**src/rtl/fpgio_pkg.sv**
```systemverilog
// Overview of operation
// - a pin with both drive-high and drive-low requests set is driven low
// - level requests have no effect on an input pin, which stays undriven
// - writing one to level bits 7..4 requests high on pins 3..0; zeros ignored
// - writing one to level bits 3..0 requests low on pins 3..0; zeros ignored
// - writing one to direction bits 7..4 makes pins 3..0 outputs; zeros ignored
// - writing one to direction bits 3..0 makes pins 3..0 inputs; zeros ignored
// - a pin with both output and input direction bits set is an input
// - after reset all pins are inputs and the direction register reads zero
// - input register bits 7..4 return sampled levels of pins 3..0, any direction
// - input register low nibble reads zero and ignores writes
// - level request register at index 65h, read/write, resets to zero
// - direction register at index 66h, read/write, resets to zero
// - with forwarding gate bit 5 set, pin 3 high blocks forwarding
package fpgio_pkg;

  // bus geometry
  localparam int ADDR_W = 12;
  localparam int DATA_W = 32;
  localparam int STRB_W = DATA_W / 8;
  localparam int PIN_N  = 4;

  // register indices; byte address is four times the index
  localparam logic [7:0] IDX_CHIP_CTRL = 8'h40;
  localparam logic [7:0] IDX_LEVEL     = 8'h65;
  localparam logic [7:0] IDX_DIR       = 8'h66;
  localparam logic [7:0] IDX_SAMPLE    = 8'h67;

  localparam logic [ADDR_W-1:0] ADDR_CHIP_CTRL = {2'h0, IDX_CHIP_CTRL, 2'h0};
  localparam logic [ADDR_W-1:0] ADDR_LEVEL     = {2'h0, IDX_LEVEL, 2'h0};
  localparam logic [ADDR_W-1:0] ADDR_DIR       = {2'h0, IDX_DIR, 2'h0};
  localparam logic [ADDR_W-1:0] ADDR_SAMPLE    = {2'h0, IDX_SAMPLE, 2'h0};

  // field positions
  localparam int HIGH_LSB     = 4;
  localparam int LOW_LSB      = 0;
  localparam int SAMPLE_LSB   = 4;
  localparam int FWD_GATE_BIT = 5;
  localparam int GATE_PIN     = 3;

  // values after reset
  localparam logic [7:0] LEVEL_RST     = 8'h00;
  localparam logic [7:0] DIR_RST       = 8'h00;
  localparam logic       FWD_GATE_RST  = 1'h0;
  localparam logic [3:0] SAMPLE_LO_VAL = 4'h0;

  // axi responses
  localparam logic [1:0] RESP_OKAY   = 2'h0;
  localparam logic [1:0] RESP_SLVERR = 2'h2;

  // write channel states, gray along idle -> one half -> response
  typedef enum logic [1:0] {
    WR_IDLE = 2'h0,
    WR_ADDR = 2'h1,
    WR_RESP = 2'h3,
    WR_DATA = 2'h2
  } fpgio_wr_state_t;

  // read channel states
  typedef enum logic {
    RD_IDLE = 1'h0,
    RD_RESP = 1'h1
  } fpgio_rd_state_t;

endpackage : fpgio_pkg

```
**src/rtl/fpgio_pin_filter.sv**
```systemverilog
`timescale 1ns/1ps
`default_nettype none
module fpgio_pin_filter
  import fpgio_pkg::*;
(
  input  wire logic ref_clk_i,
  input  wire logic reset_i,
  input  wire logic pin_i,
  output logic      level_o
);

  logic stage1;
  logic stage2;
  logic stage3;

  // three-stage chain; only stage2 reads stage1
  always_ff @(posedge ref_clk_i) begin
    if (reset_i) begin
      stage1 <= 1'h0;
      stage2 <= 1'h0;
      stage3 <= 1'h0;
    end else begin
      stage1 <= pin_i;
      stage2 <= stage1;
      stage3 <= stage2;
    end
  end

  // accept a new level once the two late stages agree
  always_ff @(posedge ref_clk_i) begin
    if (reset_i) begin
      level_o <= 1'h0;
    end else if (stage2 == stage3) begin
      level_o <= stage3;
    end
  end

endmodule : fpgio_pin_filter
`default_nettype wire

```
**src/rtl/fpgio_port.sv**
```systemverilog
`timescale 1ns/1ps
`default_nettype none
module fpgio_port
  import fpgio_pkg::*;
(
  input  wire logic              ref_clk_i,
  input  wire logic              reset_i,
  // axi4-lite write address
  input  wire logic [ADDR_W-1:0] s_axi_awaddr_i,
  input  wire logic              s_axi_awvalid_i,
  output logic                   s_axi_awready_o,
  // axi4-lite write data
  input  wire logic [DATA_W-1:0] s_axi_wdata_i,
  input  wire logic [STRB_W-1:0] s_axi_wstrb_i,
  input  wire logic              s_axi_wvalid_i,
  output logic                   s_axi_wready_o,
  // axi4-lite write response
  output logic [1:0]             s_axi_bresp_o,
  output logic                   s_axi_bvalid_o,
  input  wire logic              s_axi_bready_i,
  // axi4-lite read address
  input  wire logic [ADDR_W-1:0] s_axi_araddr_i,
  input  wire logic              s_axi_arvalid_i,
  output logic                   s_axi_arready_o,
  // axi4-lite read data
  output logic [DATA_W-1:0]      s_axi_rdata_o,
  output logic [1:0]             s_axi_rresp_o,
  output logic                   s_axi_rvalid_o,
  input  wire logic              s_axi_rready_i,
  // general pins, split into input, output and enable
  input  wire logic [PIN_N-1:0]  general_pin_i,
  output logic [PIN_N-1:0]       general_pin_o,
  output logic [PIN_N-1:0]       general_pin_oe_o,
  // forwarding gate toward the bridge core
  output logic                   forward_block_o
);

  // ---------------------------------------------------------------
  // declarations
  // ---------------------------------------------------------------
  fpgio_wr_state_t   wr_state;
  fpgio_wr_state_t   next_wr_state;
  fpgio_rd_state_t   rd_state;
  fpgio_rd_state_t   next_rd_state;

  logic [ADDR_W-1:0] held_waddr;
  logic [DATA_W-1:0] held_wdata;
  logic [STRB_W-1:0] held_wstrb;
  logic [1:0]        bresp;
  logic [DATA_W-1:0] rdata;
  logic [1:0]        rresp;

  logic [7:0]        level_req;
  logic [7:0]        dir_req;
  logic              fwd_gate_en;
  logic [PIN_N-1:0]  pin_level;

  logic [PIN_N-1:0]  pin_out;
  logic [PIN_N-1:0]  pin_oe;
  logic              fwd_block;

  // ---------------------------------------------------------------
  // write channel handshakes
  // ---------------------------------------------------------------
  wire aw_fire  = s_axi_awvalid_i & s_axi_awready_o;
  wire w_fire   = s_axi_wvalid_i & s_axi_wready_o;
  wire b_fire   = s_axi_bvalid_o & s_axi_bready_i;
  wire have_aw  = aw_fire | (wr_state == WR_ADDR);
  wire have_w   = w_fire | (wr_state == WR_DATA);
  wire do_write = have_aw & have_w;

  // a half taken alone is parked until its partner arrives, so the master
  // may offer address and data together or apart without losing a beat
  // either half is taken in any order; both wait while a response stands
  assign s_axi_awready_o = (wr_state == WR_IDLE) | (wr_state == WR_DATA);
  assign s_axi_wready_o  = (wr_state == WR_IDLE) | (wr_state == WR_ADDR);
  assign s_axi_bvalid_o  = (wr_state == WR_RESP);
  assign s_axi_bresp_o   = bresp;

  // the write seen this cycle, from the live channel or the held half
  wire [ADDR_W-1:0] wr_addr = (wr_state == WR_ADDR) ? held_waddr : s_axi_awaddr_i;
  wire [DATA_W-1:0] wr_data = (wr_state == WR_DATA) ? held_wdata : s_axi_wdata_i;
  wire [STRB_W-1:0] wr_strb = (wr_state == WR_DATA) ? held_wstrb : s_axi_wstrb_i;

  // ---------------------------------------------------------------
  // write address decode, word aligned, low two bits ignored
  // ---------------------------------------------------------------
  wire [ADDR_W-3:0] wr_word     = wr_addr[ADDR_W-1:2];
  wire              wr_hit_chip = (wr_word == ADDR_CHIP_CTRL[ADDR_W-1:2]);
  wire              wr_hit_lvl  = (wr_word == ADDR_LEVEL[ADDR_W-1:2]);
  wire              wr_hit_dir  = (wr_word == ADDR_DIR[ADDR_W-1:2]);
  wire              wr_hit_smp  = (wr_word == ADDR_SAMPLE[ADDR_W-1:2]);
  wire              wr_mapped   = wr_hit_chip | wr_hit_lvl | wr_hit_dir | wr_hit_smp;
  wire              wr_lane0    = wr_strb[0];
  wire [7:0]        wr_byte     = wr_data[7:0];

  // only byte lane 0 carries a register; the other lanes are taken and dropped,
  // and a write with lane 0 disabled is answered but stores nothing
  // register write enables; the sample register takes no write
  wire wen_chip = do_write & wr_hit_chip & wr_lane0;
  wire wen_lvl  = do_write & wr_hit_lvl & wr_lane0;
  wire wen_dir  = do_write & wr_hit_dir & wr_lane0;

  // level and direction: ones accumulate, zeros leave the stored bits alone; the gate bit takes written bit 5
  wire [7:0] next_level_req = wen_lvl ? (level_req | wr_byte) : level_req;
  wire [7:0] next_dir_req   = wen_dir ? (dir_req | wr_byte) : dir_req;
  wire       next_fwd_gate  = wen_chip ? wr_byte[FWD_GATE_BIT] : fwd_gate_en;

  // the response state blocks both halves, so at most one write is under way
  // write state sequencing
  always_comb begin
    next_wr_state = wr_state;
    unique case (wr_state)
      WR_IDLE: begin
        if (aw_fire & w_fire) begin
          next_wr_state = WR_RESP;
        end else if (aw_fire) begin
          next_wr_state = WR_ADDR;
        end else if (w_fire) begin
          next_wr_state = WR_DATA;
        end
      end
      WR_ADDR: begin
        if (w_fire) begin
          next_wr_state = WR_RESP;
        end
      end
      WR_DATA: begin
        if (aw_fire) begin
          next_wr_state = WR_RESP;
        end
      end
      WR_RESP: begin
        if (b_fire) begin
          next_wr_state = WR_IDLE;
        end
      end
    endcase
  end

  // write state register
  always_ff @(posedge ref_clk_i) begin
    if (reset_i) begin
      wr_state <= WR_IDLE;
    end else begin
      wr_state <= next_wr_state;
    end
  end

  // hold whichever half arrives first
  always_ff @(posedge ref_clk_i) begin
    if (reset_i) begin
      held_waddr <= '0;
      held_wdata <= '0;
      held_wstrb <= '0;
    end else begin
      if (aw_fire) begin
        held_waddr <= s_axi_awaddr_i;
      end
      if (w_fire) begin
        held_wdata <= s_axi_wdata_i;
        held_wstrb <= s_axi_wstrb_i;
      end
    end
  end

  // an unmapped address is answered with an error and stores nothing
  // response code, fixed when both halves are in
  always_ff @(posedge ref_clk_i) begin
    if (reset_i) begin
      bresp <= RESP_OKAY;
    end else if (do_write) begin
      bresp <= wr_mapped ? RESP_OKAY : RESP_SLVERR;
    end
  end

  // ---------------------------------------------------------------
  // configuration registers
  // ---------------------------------------------------------------
  // requests are sticky: a written zero leaves a bit alone, so a stored one
  // clears only on reset; software cannot undo a low or input request
  always_ff @(posedge ref_clk_i) begin
    if (reset_i) begin
      level_req   <= LEVEL_RST;
      dir_req     <= DIR_RST;
      fwd_gate_en <= FWD_GATE_RST;
    end else begin
      level_req   <= next_level_req;
      dir_req     <= next_dir_req;
      fwd_gate_en <= next_fwd_gate;
    end
  end

  // ---------------------------------------------------------------
  // pin input filtering, one filter per pin
  // ---------------------------------------------------------------
  // the filtered levels feed both the sample register and the forwarding
  // gate, so a glitch shorter than one clock reaches neither of them
  for (genvar p = 0; p < PIN_N; p++) begin : g_pin
    fpgio_pin_filter u_filter (
      .ref_clk_i (ref_clk_i),
      .reset_i   (reset_i),
      .pin_i     (general_pin_i[p]),
      .level_o   (pin_level[p])
    );
  end

  // ---------------------------------------------------------------
  // pin drive resolution
  // ---------------------------------------------------------------
  wire [PIN_N-1:0] want_high = level_req[HIGH_LSB +: PIN_N];
  wire [PIN_N-1:0] want_low  = level_req[LOW_LSB +: PIN_N];
  wire [PIN_N-1:0] want_out  = dir_req[HIGH_LSB +: PIN_N];
  wire [PIN_N-1:0] want_in   = dir_req[LOW_LSB +: PIN_N];

  // both resolutions favour the safe state: a pin only fights a board driver
  // when software asked for output and never asked for input
  // low wins over high, input wins over output
  wire [PIN_N-1:0] drive_high = want_high & ~want_low;
  wire [PIN_N-1:0] is_output  = want_out & ~want_in;

  // an input pin is left undriven and its level bits ignored
  assign pin_oe  = is_output;
  assign pin_out = is_output & drive_high;

  // the gate uses the filtered level, so a driven pin 3 also blocks forwarding
  // forwarding is blocked by a high pin 3 only when the gate is enabled
  assign fwd_block = fwd_gate_en & pin_level[GATE_PIN];

  // registering the pin controls keeps decode glitches off the board
  // pin and gate outputs come from flops
  always_ff @(posedge ref_clk_i) begin
    if (reset_i) begin
      general_pin_o    <= '0;
      general_pin_oe_o <= '0;
      forward_block_o  <= 1'h0;
    end else begin
      general_pin_o    <= pin_out;
      general_pin_oe_o <= pin_oe;
      forward_block_o  <= fwd_block;
    end
  end

  // ---------------------------------------------------------------
  // read channel
  // ---------------------------------------------------------------
  wire ar_fire = s_axi_arvalid_i & s_axi_arready_o;
  wire r_fire  = s_axi_rvalid_o & s_axi_rready_i;

  assign s_axi_arready_o = (rd_state == RD_IDLE);
  assign s_axi_rvalid_o  = (rd_state == RD_RESP);
  assign s_axi_rdata_o   = rdata;
  assign s_axi_rresp_o   = rresp;

  // reads decode the live address, which the master holds until it is taken
  // read address decode
  wire [ADDR_W-3:0] rd_word     = s_axi_araddr_i[ADDR_W-1:2];
  wire              rd_hit_chip = (rd_word == ADDR_CHIP_CTRL[ADDR_W-1:2]);
  wire              rd_hit_lvl  = (rd_word == ADDR_LEVEL[ADDR_W-1:2]);
  wire              rd_hit_dir  = (rd_word == ADDR_DIR[ADDR_W-1:2]);
  wire              rd_hit_smp  = (rd_word == ADDR_SAMPLE[ADDR_W-1:2]);
  wire              rd_mapped   = rd_hit_chip | rd_hit_lvl | rd_hit_dir | rd_hit_smp;

  // register views, high bits of each word read zero
  wire [7:0] chip_view   = 8'(fwd_gate_en) << FWD_GATE_BIT;
  wire [7:0] sample_view = {pin_level, SAMPLE_LO_VAL};

  // read mux
  wire [7:0] rd_byte = rd_hit_chip ? chip_view   :
                       rd_hit_lvl  ? level_req   :
                       rd_hit_dir  ? dir_req     :
                       rd_hit_smp  ? sample_view : 8'h00;

  // read state sequencing
  always_comb begin
    next_rd_state = rd_state;
    unique case (rd_state)
      RD_IDLE: begin
        if (ar_fire) begin
          next_rd_state = RD_RESP;
        end
      end
      RD_RESP: begin
        if (r_fire) begin
          next_rd_state = RD_IDLE;
        end
      end
    endcase
  end

  // the answer is captured at the address handshake and then stands
  // unchanged until the master takes it, whatever the pins do meanwhile
  // read state and captured answer
  always_ff @(posedge ref_clk_i) begin
    if (reset_i) begin
      rd_state <= RD_IDLE;
      rdata    <= '0;
      rresp    <= RESP_OKAY;
    end else begin
      rd_state <= next_rd_state;
      if (ar_fire) begin
        rdata <= {{(DATA_W-8){1'b0}}, rd_byte};
        rresp <= rd_mapped ? RESP_OKAY : RESP_SLVERR;
      end
    end
  end

endmodule : fpgio_port
`default_nettype wire

```
**config.mk**
```make
export PLATFORM = sky130hd
export DESIGN_NAME = fpgio_port
export DESIGN_NICKNAME = d
export VERILOG_FILES = /design/src/rtl/fpgio_pkg.sv /design/src/rtl/fpgio_pin_filter.sv /design/src/rtl/fpgio_port.sv
export SDC_FILE = /design/constraint.sdc
export NUM_CORES = 1
export LEC_CHECK = 0
export BUFFER_PORTS_ARGS = -buffer_cell sky130_fd_sc_hd__buf_2
export CAP_MARGIN = 30
export CORE_ASPECT_RATIO = 2
export CORE_MARGIN = 2
export CORE_UTILIZATION = 45
export CTS_CLUSTER_DIAMETER = 150
export CTS_CLUSTER_SIZE = 10
export DETAILED_ROUTE_END_ITERATION = 6
export GPL_TIMING_DRIVEN = 0
export PLACE_DENSITY = 0.74
export SLEW_MARGIN = 20
export SYNTH_ARGS = -nofsm -noshare
export SYNTH_HDL_FRONTEND = slang
export SYNTH_SLANG_ARGS = --single-unit
export TNS_END_PERCENT = 5
```
**constraint.sdc**
```tcl
create_clock -name ref_clk_i -period 2.7 [get_ports ref_clk_i]
set_input_delay 0 -clock ref_clk_i [delete_from_list [all_inputs] [get_ports ref_clk_i]]
set_output_delay 0 -clock ref_clk_i [all_outputs]
set_load 0.01 [all_outputs]
```
**After elaboration in Yosys (flattened, before gate mapping)**

Cells that the tools add are included.

- Bits in registers: 78
- Bits of input ports: 71
- Output and inout bits: 50
- Logic and storage cells: 102

- Equal/unequal tests: 19
- Multiplexer cells: 19
- Bitwise logic cells: 32
- Reduce and logical (&&, ||, !) cells: 2

Operators by type and width:

| kind | count |
|---|---|
| $eq 10x7->1 const B | 8 |
| $mux 8 | 5 |
| $mux 2 | 8 |
| $or 8x8->8 | 2 |
| $and 1x1->1 | 14 |
| $and 4x4->4 | 3 |
| $mux 12 | 1 |
| $or 1x1->1 | 10 |
| $not 4->4 | 2 |
| $pmux 2 s4 | 1 |
| $eq 1x1->1 | 4 |
| $eq 2x2->1 const B | 2 |
| $ne 2x2->1 const B | 2 |
| $ne 4x3->1 const B | 1 |
| $reduce_and 4->1 | 1 |
| $mux 1 | 3 |
| $eq 2x1->1 const B | 1 |
| $logic_not 2->1 | 1 |
| $ne 2x1->1 const B | 1 |
| $pmux 1 s2 | 1 |
| $not 1->1 | 1 |

**Longest topological paths before layout**

Gate-level depths: netlist of the first run.

- Depth in word-level cells: 7
- Mapped depth: 9
- Mapped depth without buffers: 6

**Modules after synthesis**

Synthesis of the first run repeated with hierarchy kept, for this count alone.

- Cells, all modules: 379
- Area, all modules: 3309.4 sq um

Modules (own cells, without submodules):

| module | times used | cells an instance | area an instance (sq um) | sequential area each (sq um) |
|---|---|---|---|---|
| fpgio_port | 1 | 339 | 2859.0 | 1161.1 |
| fpgio_pin_filter | 4 | 10 | 112.6 | 80.1 |

**Worst setup path before layout of the first run**

Ideal clock, no wire load.

- Kind: flip-flop to flip-flop
- Start point: reg wr_state[1]
- End point: reg bresp[1], in the netlist s_axi_bresp_o[1]
- Library setup time: 0.117 ns
- Data arrival time: 1.823 ns
- Data required time: 2.583 ns
- Path slack: 0.760 ns
- Stages on the path, launching flop included: 9
- Path buffers: 2
- Period minus slack after synthesis: 1.940 ns
- Cell sequence: dfxtp_1 > inv_1 > ha_1 > clkbuf_1 > nor4bb_1 > o22a_1 > buf_1 > a211oi_1 > a32o_1

- Word-level cells in the longest chain between the ends: 7
- Elaborated cells on any way between the ends: 19
- Those cells by class: eq/ne: 6; mux: 2; bitwise: 10; reduce/logical: 1

Ends and longest elaborated chain:

| element | line | RTL |
|---|---|---|
| start: declaration | fpgio_port.sv:41 | `fpgio_wr_state_t wr_state;` |
| start signal: assignment | fpgio_port.sv:146 | `wr_state <= next_wr_state;` |
| $eq 2x1->1 | fpgio_port.sv:68, fpgio_port.sv:76, fpgio_port.sv:81 |  |
| $mux 12 | fpgio_port.sv:81 | `wire [ADDR_W-1:0] wr_addr = (wr_state == WR_ADDR) ? held_waddr : s_axi_awaddr_i;` |
| $eq 10x7->1, on equally long branches | fpgio_port.sv:89, fpgio_port.sv:90 |  |
| $or 1x1->1 (3 in series) | fpgio_port.sv:93 | `wire wr_mapped = wr_hit_chip \| wr_hit_lvl \| wr_hit_dir \| wr_hit_smp;` |
| $mux 2 | fpgio_port.sv:173 | `bresp <= wr_mapped ? RESP_OKAY : RESP_SLVERR;` |
| end signal: assignment | fpgio_port.sv:173 |  |
| end: declaration | fpgio_port.sv:49 | `logic [1:0] bresp;` |

Parallel ways exist; a longest one is shown, timed or not.
A chain may end at the register's enable or synchronous reset.

**Worst setup path after layout of the first run**

Same ends and word-level chain as after synthesis.

==> impl_metrics.env, run 1 <==
export IMPL_yosys_top_cells_count="dfxtp_1, nand2_1, a21oi_1"
export IMPL_drc_errors=0
export IMPL_grt_pass1_wl_mm=12.30
export IMPL_grt_ovfl_total=0
export IMPL_drtIter0Drc=87
export IMPL_num_rows=43
export IMPL_status="completed"
export IMPL_die_area_sq_um=7978
export IMPL_finalClockSkew_ns=0.005354
export IMPL_crit_fanout=9
export IMPL_switchingPower_uw=954.4
export IMPL_grt_setup_unrepaired="no"
export IMPL_ys_ff_latch=74
export IMPL_dp_hpwl_mm=5.792
export IMPL_first_pass_iters=4
export IMPL_clkPwrFrac_pct=33.7
export IMPL_cp_required_ns=2.92
export IMPL_cts_tree="built"
export IMPL_r2r_start="wr_state[1]"
export IMPL_clk_latency_ns=0.33
export IMPL_hold_end="s_axi_rvalid_o"
export IMPL_area_delta_synth_final_pct=30.91
export IMPL_ys_warn_count=0
export IMPL_via_per_inst=4.963
export IMPL_place_ws_ns=0.2451
export IMPL_r2r_end="s_axi_bresp_o[1]"
export IMPL_slowest_delay_ns=0.55
export IMPL_syn_avg_cell_area_sq_um=8.574
export IMPL_layout_cells_non_filler=594
export IMPL_nets=576
export IMPL_worstSetupPathType="reg2reg"
export IMPL_antenna_left=0
export IMPL_antenna_found_initial=0
export IMPL_synth_edf_count=0
export IMPL_slew_violations=0
export IMPL_async_reset_ff_share_pct=0
export IMPL_power_frac_seq_pct=39.7
export IMPL_wl_per_cell_um=12.88
export IMPL_swShare_pct=30.73
export IMPL_crit_chain="inv_1 -> ha_1 -> clkbuf_1 -> nor4bb_1 -> o22a_1 -> buf_1 -> a211oi_1 -> a32o_1"
export IMPL_yosysMostFrequentCell="dfxtp_1"
export IMPL_syn_area_sq_um=3258
export IMPL_hold_path_class="in2reg"
export IMPL_synthCells=380
export IMPL_layout_min_cycle_time_ns=2.501
export IMPL_min_from="s_axi_arvalid_i"
export IMPL_ys_top_cells_by_area="dfxtp_1, nand2_1, a21oi_1"
export IMPL_ys_types=51
export IMPL_gp_congestion=0.8286
export IMPL_cp_end_kind="flop"
export IMPL_holdPathStages=3
export IMPL_power_frac_comb_pct=26.6
export IMPL_setup_ws_ns=0.1992
export IMPL_core_region_area_sq_um=6994
export IMPL_reg2regPathDepth=8
export IMPL_power_leakage_nw=1.886
export IMPL_layout_drive_gt1_share_pct=22.62
export IMPL_slowest_stage="nor4bb_1"
export IMPL_grt_max_degree=12
export IMPL_portBuffers=62
export IMPL_rrSetupSlack_ns=0.20
export IMPL_synth_main_ff_cell="dfxtp_1"
export IMPL_io_pins=121
export IMPL_synth_top_area_share_pct=45.47
export IMPL_yosysSeqAreaShare_pct=45.47
export IMPL_placedCellCount=557
export IMPL_die_y_um=124.3
export IMPL_tightest_slew_ns=0.6844
export IMPL_cp_arrival_ns=2.72
export IMPL_synth_top_area_cell="dfxtp_1"
export IMPL_cts_buffer_depth=2
export IMPL_grt_pass1_vias=2844
export IMPL_cts_resized_gates=0
export IMPL_setup_viol=0
export IMPL_maxCapViolCount=0
export IMPL_h_tree_depth=3
export IMPL_max_freq_mhz=399.9
export IMPL_finalCritPeriodShare_pct=92.62
export IMPL_start_util_pct=46.58
export IMPL_hold_viol=0
export IMPL_routed_wl_mm=7.650
export IMPL_cts_buffers=9
export IMPL_relSlewSlack_pct=54.37
export IMPL_ir_worst_vdd_mv=0.4918
export IMPL_dieWidth_um=64.17
export IMPL_vias=2948
export IMPL_clock_sinks=74
export IMPL_clk_pin_slew_ns=0.05
export IMPL_grt_usage_pct=19.62
export IMPL_internal_power_mw=2.151
export IMPL_p_per_area_nw_per_um2=728.1
export IMPL_root_buffer="clkbuf_16"
export IMPL_start_kind="flop"
export IMPL_final_setup_tns_ns=0
export IMPL_antennaDiodeCount=0
state kept, by name, summed over array words and instances (netlist names), 8 cells and up:
| register | flops |
|---|---|
| level_req | 8 |
| s_axi_rdata_o | 8 |
| held_waddr | 10 |
| held_wdata | 8 |
| dir_req | 8 |
layout make-up:
class | count | area [sq um]
Sequential cell | 74 | 1481
Clock buffer | 11 | 242.7
Clock inverter | 3 | 17.52
Buffer | 44 | 265.3
Fill cell | 651 | 2729
Inverter | 15 | 56.30
Multi-Input combinational cell | 272 | 1549
Timing Repair Buffer | 85 | 540.5
Tap cell | 90 | 112.6
stage by stage:
stage / cell area [sq um] / total power, mW / utilization, % / hold slack (ns)
2_1_floorplan: 3352 / 1.834 / - / 0.1282
3_3_place_gp: 3775 / 2.022 / 53.97 / 0.2094
3_5_place_dp: 3775 / 2.047 / 53.97 / 0.2137
4_1_cts: 4265 / 3.120 / 60.98 / 0.02122
5_1_grt: 4265 / 3.275 / 60.98 / 0.03002
6_report: 4265 / 3.106 / 60.98 / 0.03079
worst max-delay path: cells and delay by family, from the launching register on:
kind                       cells  cell delay (ns)
DFF                            1             0.33
AOI/OAI and AO/OA              3             0.59
and+or+nand+nor                1             0.55
adders and majority gates      1             0.15
buffers and inverters          3             0.77
placed cells by master (no fill, tap or decap), types with 14 or more instances in the layout:
master | synthesis | layout
inv_1 | 14 | 14
conb_1 | 1 | 26
a21oi_1 | 41 | 41
nor2_1 | 22 | 22
buf_4 | 26 | 26
mux2i_1 | 14 | 14
nand2_1 | 59 | 59
dfxtp_1 | 74 | 74
dlygate4sd3_1 | 0 | 23
nor2b_1 | 15 | 15
buf_2 | 2 | 64
cell families (layout without fill, tap and decap cells):
logic type,count (synthesis),count (layout),share of synthesized area (%)
AND/OR/NAND/NOR,144,144,22.58
AO/OA/AOI/OAI,81,81,15.17
flip-flops,74,74,45.47
buffers and inverters,59,158,9.869
multiplexers,16,16,4.992
adder cells (fa/ha/maj),4,4,1.536
other,1,26,0.1151
XOR/XNOR,1,1,0.2689
layer usage:
layer  up-vias  wire (um)  global-route usage (%)
li1       1497          -                       -
met1      1327       2770                   17.85
met2       110       4248                   38.17
met3        14        452                   4.607
met4         0        178                   9.887
met5         -          0                       0
power groups by stage:
stage          clock [mW]  combinational [mW]  sequential, mW
6_report             1.05               0.825            1.23
5_1_grt              1.12               0.911            1.24
4_1_cts              1.07               0.821            1.23
3_5_place_dp            0               0.791            1.26
3_3_place_gp            0               0.772            1.25
2_1_floorplan           0               0.589            1.24
how the worst max path moves through the flow:
stage	slack, ns	cells after the start	startpoint	end
after global routing	0.003	8	wr_state[1]	level_req[4]
after detailed placement	0.25	8	wr_state[1]	s_axi_bresp_o[1]
final	0.20	8	wr_state[1]	s_axi_bresp_o[1]
after floorplan	0.76	8	wr_state[1]	s_axi_bresp_o[1]
after CTS	0.21	8	wr_state[1]	s_axi_bresp_o[1]
after global placement	0.31	8	wr_state[1]	level_req[4]
what timing repair did:
action                                 CTS  global route
endpoints found under the hold margin   23             0
setup buffers                            0             0
hold buffers                            23             0
No activity file was read; power rests on OpenSTA's default activity.
==> run 2: changes to the inputs <==
Settings changed: ABC_AREA set to 1, PLACE_DENSITY 0.74 to 0.73.
==> run 2 against run 1 <==
- non-clock buffer count fell by 4
- register-to-register slack improved by 0.72 ns
- fmax is 40% higher
- critical path depth rose by 2
- sequential power up 3%
- clock-buffer cell count unchanged
- first-iteration DRC count rose by 130%
- final cell count grew 17%
- largest power group unchanged
- highest routed layer unchanged
==> impl_metrics.env, run 2 <==
export IMPL_p_total_mw=3.447
export IMPL_crit_fanout=9
export IMPL_finalClockSkew_ns=0.004639
export IMPL_root_buffer="clkbuf_16"
export IMPL_path_depth=10
export IMPL_relSlewSlack_pct=54.69
export IMPL_yosysMostFrequentCell="nor2_1"
export IMPL_finalCritPeriodShare_pct=66.01
export IMPL_synth_top_area_share_pct=42.93
export IMPL_clk_pin_slew_ns=0.06
export IMPL_antennaDiodeCount=0
export IMPL_grt_pass1_wl_mm=12.90
export IMPL_path_buf_inv=3
export IMPL_dieWidth_um=65.92
export IMPL_cts_tree="built"
export IMPL_die_area_sq_um=8427
export IMPL_ys_warn_count=0
export IMPL_num_rows=45
export IMPL_r2r_end="dir_req[5]"
export IMPL_power_leakage_nw=2.101
export IMPL_grt_pass1_vias=2929
export IMPL_drc_errors=0
export IMPL_hold_viol=0
export IMPL_nFillCells=707
export IMPL_synth_main_ff_cell="dfxtp_1"
export IMPL_crit_top_cell="nand2_1"
export IMPL_async_reset_ff_share_pct=0
export IMPL_r2r_start="wr_state[1]"
export IMPL_p_per_area_nw_per_um2=761.2
export IMPL_cts_buffer_depth=2
export IMPL_cp_end_kind="flop"
export IMPL_area_delta_synth_final_pct=31.22
export IMPL_grt_ovfl_total=0
export IMPL_io_pins=121
export IMPL_portBuffers=62
export IMPL_syn_avg_cell_area_sq_um=7.265
export IMPL_holdPathStages=4
export IMPL_ys_top_cells_by_area="dfxtp_1, nor2_1, nand2_1"
export IMPL_cp_required_ns=2.97
export IMPL_cp_arrival_ns=2.05
export IMPL_routed_wl_mm=7.870
export IMPL_grt_max_degree=14
export IMPL_ys_ff_latch=74
export IMPL_yosysSeqAreaShare_pct=42.93
export IMPL_slew_violations=0
export IMPL_slowest_stage="dfxtp_1"
export IMPL_crit_start="wr_state[1]"
export IMPL_final_core_util_pct=60.47
export IMPL_grt_usage_pct=19.71
export IMPL_cp_top_family="simple AND/OR/NAND/NOR gates"
export IMPL_cts_buffers=9
export IMPL_hold_end="held_wdata[0]"
export IMPL_drtIter0Drc=196
export IMPL_ys_types=33
export IMPL_layout_drive_gt1_share_pct=21.72
export IMPL_maxCapViolCount=0
export IMPL_max_freq_mhz=561.1
export IMPL_gp_congestion=0.8249
export IMPL_via_per_inst=4.646
export IMPL_wl_per_cell_um=11.29
export IMPL_largest_reg_flops=10
export IMPL_synth_edf_count=0
export IMPL_start_util_pct=46.08
export IMPL_tightest_slew_ns=0.6745
export IMPL_die_y_um=127.8
export IMPL_layout_min_cycle_time_ns=1.782
export IMPL_min_from="s_axi_wvalid_i"
export IMPL_crit_chain="inv_1 -> ha_1 -> buf_6 -> inv_8 -> nand2_1 -> nand2_1 -> nand3_4 -> nor2_4 -> nand3_1 -> a21oi_1"
export IMPL_yosys_top_cells_count="nor2_1, nand2_1, dfxtp_1"
export IMPL_first_pass_iters=4
export IMPL_vias=3238
export IMPL_worstSetupPathType="reg2reg"
export IMPL_layout_common_cells="nor2_1, nand2_1, dfxtp_1, buf_2, inv_1"
export IMPL_status="completed"
export IMPL_multiInputGateArea_sq_um=1562
export IMPL_antenna_found_initial=0
export IMPL_synthCells=475
export IMPL_hold_path_class="in2reg"
export IMPL_grt_setup_unrepaired="no"
export IMPL_reg2regPathDepth=10
export IMPL_h_tree_depth=3
export IMPL_ir_worst_vdd_mv=0.5393
export IMPL_core_region_area_sq_um=7488
export IMPL_dp_hpwl_mm=5.548
export IMPL_layout_commonest_cell="nor2_1"
export IMPL_rrSetupSlack_ns=0.92
export IMPL_cts_setup_buffers=0
export IMPL_syn_area_sq_um=3451
export IMPL_register_area_sq_um=1481
export IMPL_setup_viol=0
export IMPL_top_register="held_waddr"
export IMPL_final_setup_tns_ns=0
export IMPL_clock_sinks=74
export IMPL_antenna_left=0
export IMPL_clk_latency_ns=0.34
export IMPL_start_kind="flop"
export IMPL_nets=673
export IMPL_synth_top_area_cell="dfxtp_1"
export IMPL_slowest_delay_ns=0.35
-- run 2: cell types whose count changed in the layout (fill, tap and decap cells not counted), sizes merged, moves of 8 or more --
cell	change
inv	+47
mux2i	-14
nand2	+25
nand3	+27
nor2	+63
nor2b	-15
o21ai	+25
o31ai	-8
-- run 2: cell type report --
type                       instances  share of cell area, %
clock inverter                     5                  1.382
tap                               94                  2.597
clock buffer                      11                  5.361
buffer                            38                  5.775
multi-input combinational        326                  34.48
inverter                          62                  5.305
sequential                        74                  32.72
timing repair buffer              87                  12.38
-- run 2: power by group --
part / switching (mW) / internal, mW / total (mW)
clock: 0.470 / 0.745 / 1.22
combinational: 0.607 / 0.354 / 0.960
sequential: 0.0579 / 1.21 / 1.27
-- run 2: cell families after synthesis --
family	Yosys count	share of synthesized area (%)
flops	74	42.93
simple gates	222	29.95
other cells	1	0.1087
fa+ha+maj	4	1.450
buf+inv	100	14.54
compound gates	74	11.02
-- run 2: per-layer routing --
metal	track usage (%)	share of wire (%)	vias up
li1	-	-	1704
met1	23.49	43	1454
met2	33.63	51	68
met3	3.863	3.6	12
met4	8.456	2.0	0
met5	0	0	-
-- run 2: stage by stage --
stage	cells	worst slack, ns	instance area (sq um)	hold WS (ns)
floorplan	500	1.134	3545	0.1070
global placement	656	0.9685	3973	0.2006
detailed placement	656	0.9366	3973	0.2070
CTS	697	0.9114	4528	0.09466
global route	697	0.7031	4528	0.1327
finish	697	0.9176	4528	0.09704
-- run 2: timing repair --
item / in CTS / in global routing
resized for setup: 0 / 0
hold buffers: 25 / 0
hold endpoints to repair: 27 / 0
endpoints found under the setup margin: 0 / 0
-- run 2: how the worst max path moves through the flow --
stage	end
6_report	dir_req[5]
5_1_grt	dir_req[1]
4_1_cts	level_req[7]
3_5_place_dp	dir_req[5]
3_3_place_gp	dir_req[5]
2_1_floorplan	s_axi_bresp_o[1]
-- run 2: tightest hold or removal path, cell delays in order --
cell and delay (ns):
buf_2 0.12, nand2_4 0.12, o21ai_0 0.09, nor2_1 0.07
==> run 3: changes to the inputs <==
Clock period 2.7 ns to 1.7 ns, I/O delays scaled along.
==> run 3 against run 2 <==
- clock-buffer cell count is the same
- utilization grew 2.1 points
- first-iteration DRC count rose by 6.6%
- flip-flop and latch count unchanged
- final cell count is 1.0% higher
- cell area increased by 3.5%
- global-route usage is 0.68 points higher
==> impl_metrics.env, run 3 (synthesized netlist as in run 2, its figures left out) <==
export IMPL_core_region_area_sq_um=7488
export IMPL_max_freq_mhz=595.3
export IMPL_tightest_slew_ns=0.6250
export IMPL_slew_violations=0
export IMPL_crit_chain="inv_4 -> ha_4 -> buf_6 -> inv_8 -> nand2_1 -> nand2_2 -> nand3_4 -> nor2_4 -> nand3_1 -> a21oi_1"
export IMPL_dp_hpwl_mm=5.548
export IMPL_nets=680
export IMPL_reg2regPathDepth=10
export IMPL_vias=3313
export IMPL_setup_viol=0
export IMPL_clk_latency_ns=0.33
export IMPL_status="completed"
export IMPL_cts_buffers=9
export IMPL_layout_min_cycle_time_ns=1.680
export IMPL_drtIter0Drc=209
export IMPL_cts_tree="built"
export IMPL_grt_setup_unrepaired="yes"
export IMPL_start_kind="flop"
export IMPL_h_tree_depth=3
export IMPL_design_area_sq_um=4687
export IMPL_cp_required_ns=1.96
export IMPL_wl_per_cell_um=11.69
export IMPL_via_per_inst=4.706
export IMPL_p_total_mw=5.708
export IMPL_maxCapViolCount=0
export IMPL_layout_commonest_cell="nor2_1"
export IMPL_holdPathStages=4
export IMPL_grt_pass1_wl_mm=13.32
export IMPL_grt_usage_pct=20.39
export IMPL_grt_pass1_vias=2970
export IMPL_drc_errors=0
export IMPL_root_buffer="clkbuf_16"
export IMPL_area_delta_synth_final_pct=35.82
export IMPL_slowest_delay_ns=0.36
export IMPL_grt_max_degree=14
export IMPL_antennaDiodeCount=0
export IMPL_finalClockSkew_ns=0.003692
export IMPL_clock_sinks=74
export IMPL_portBuffers=62
export IMPL_dieWidth_um=65.92
export IMPL_die_area_sq_um=8427
export IMPL_top_register="held_waddr"
export IMPL_hold_path_class="in2reg"
export IMPL_slowest_stage="dfxtp_2"
export IMPL_relSlewSlack_pct=58.01
export IMPL_start_util_pct=46.08
export IMPL_cp_end_kind="flop"
export IMPL_gp_congestion=0.8249
export IMPL_p_per_area_nw_per_um2=1218
export IMPL_cts_buffer_depth=2
export IMPL_routed_wl_mm=8.230
export IMPL_clk_pin_slew_ns=0.06
export IMPL_antenna_found_initial=0
export IMPL_first_pass_iters=4
export IMPL_layout_drive_gt1_share_pct=26.56
export IMPL_grt_ovfl_total=0
export IMPL_ir_worst_vdd_mv=0.9264
export IMPL_worstSetupPathType="reg2reg"
export IMPL_io_pins=121
export IMPL_crit_fanout=9
export IMPL_finalCritPeriodShare_pct=98.81
export IMPL_hold_viol=0
export IMPL_die_y_um=127.8
export IMPL_num_rows=45
export IMPL_postPlaceCellArea_sq_um=3973
export IMPL_power_leakage_nw=2.125
export IMPL_layout_common_cells="nor2_1, dfxtp_1, nand2_1, buf_2, inv_1"
export IMPL_antenna_left=0
export IMPL_largest_reg_flops=10
export IMPL_cp_arrival_ns=1.94
run 3: changes by cell type in the layout (fill, tap and decap cells not counted), moves of 3 or more:
cell,before,now
inv_1,55,52
nand2_1,75,71
nand2_2,4,8
nand3_1,32,28
nand3_2,0,3
nor2_1,79,76
nor2_2,1,6
run 3: metal layers:
layer / vias up / global-route usage [%] / part of all wire, %
li1: 1725 / - / -
met1: 1483 / 24.71 / 41
met2: 90 / 34.28 / 52
met3: 15 / 3.863 / 4.5
met4: 0 / 9.069 / 2.3
met5: - / 0 / 0
run 3: power breakdown:
group / switching, mW / internal [mW] / leakage [nW]
Clock: 0.743 / 1.18 / 0.142
Sequential: 0.103 / 1.93 / 0.604
Combinational: 1.08 / 0.663 / 1.38
run 3: critical path: cells and delay by family (launching register included):
kind / cells / cell delay (ns)
AO/OA/AOI/OAI: 1 / 0.15
adder cells (fa/ha/maj): 1 / 0.16
buffers and inverters: 3 / 0.28
flip-flops: 1 / 0.36
AND/OR/NAND/NOR: 5 / 0.65
run 3: final cells by class:
type	count	area [sq um]
Clock inverter	5	62.56
Clock buffer	11	242.7
Inverter	62	250.2
Fill cell	675	2801
Sequential cell	74	1484
Multi-Input combinational cell	329	1675
Buffer	38	262.8
Tap cell	94	117.6
Timing Repair Buffer	91	591.8
run 3: timing repair:
| action | in CTS | in global routing |
|---|---|---|
| cloned | 3 | 1 |
| endpoints found under the setup margin | 18 | 39 |
| buffers inserted | 2 | 1 |
| gates resized for setup | 12 | 21 |
| pin swaps | 5 | 5 |
| hold buffers | 25 | 0 |
| hold endpoints to repair | 27 | 0 |
run 3: path summary, 6_finish.rpt:
kind	start	to	slack, ns
max	wr_state[1]	level_req[7]	0.02
max reg2reg	wr_state[1]	level_req[7]	0.02
min	s_axi_wvalid_i	held_wdata[0]	0.09
min reg2reg	g_pin[3].u_filter.stage1	g_pin[3].u_filter.stage2	0.40
run 3: through the flow:
stage | TNS (ns) | util [%] | setup WS, ns | instances | hold WS, ns
after floorplan | 0 | - | 0.1340 | 500 | 0.1070
after global placement | -0.1090 | 53.05 | -0.03147 | 656 | 0.2006
after detailed placement | -0.6646 | 53.05 | -0.06345 | 656 | 0.2070
after CTS | 0 | 61.39 | 0.005538 | 702 | 0.09450
after global routing | -1.050 | 62.59 | -0.08387 | 704 | 0.1176
final | 0 | 62.59 | 0.02022 | 704 | 0.08943
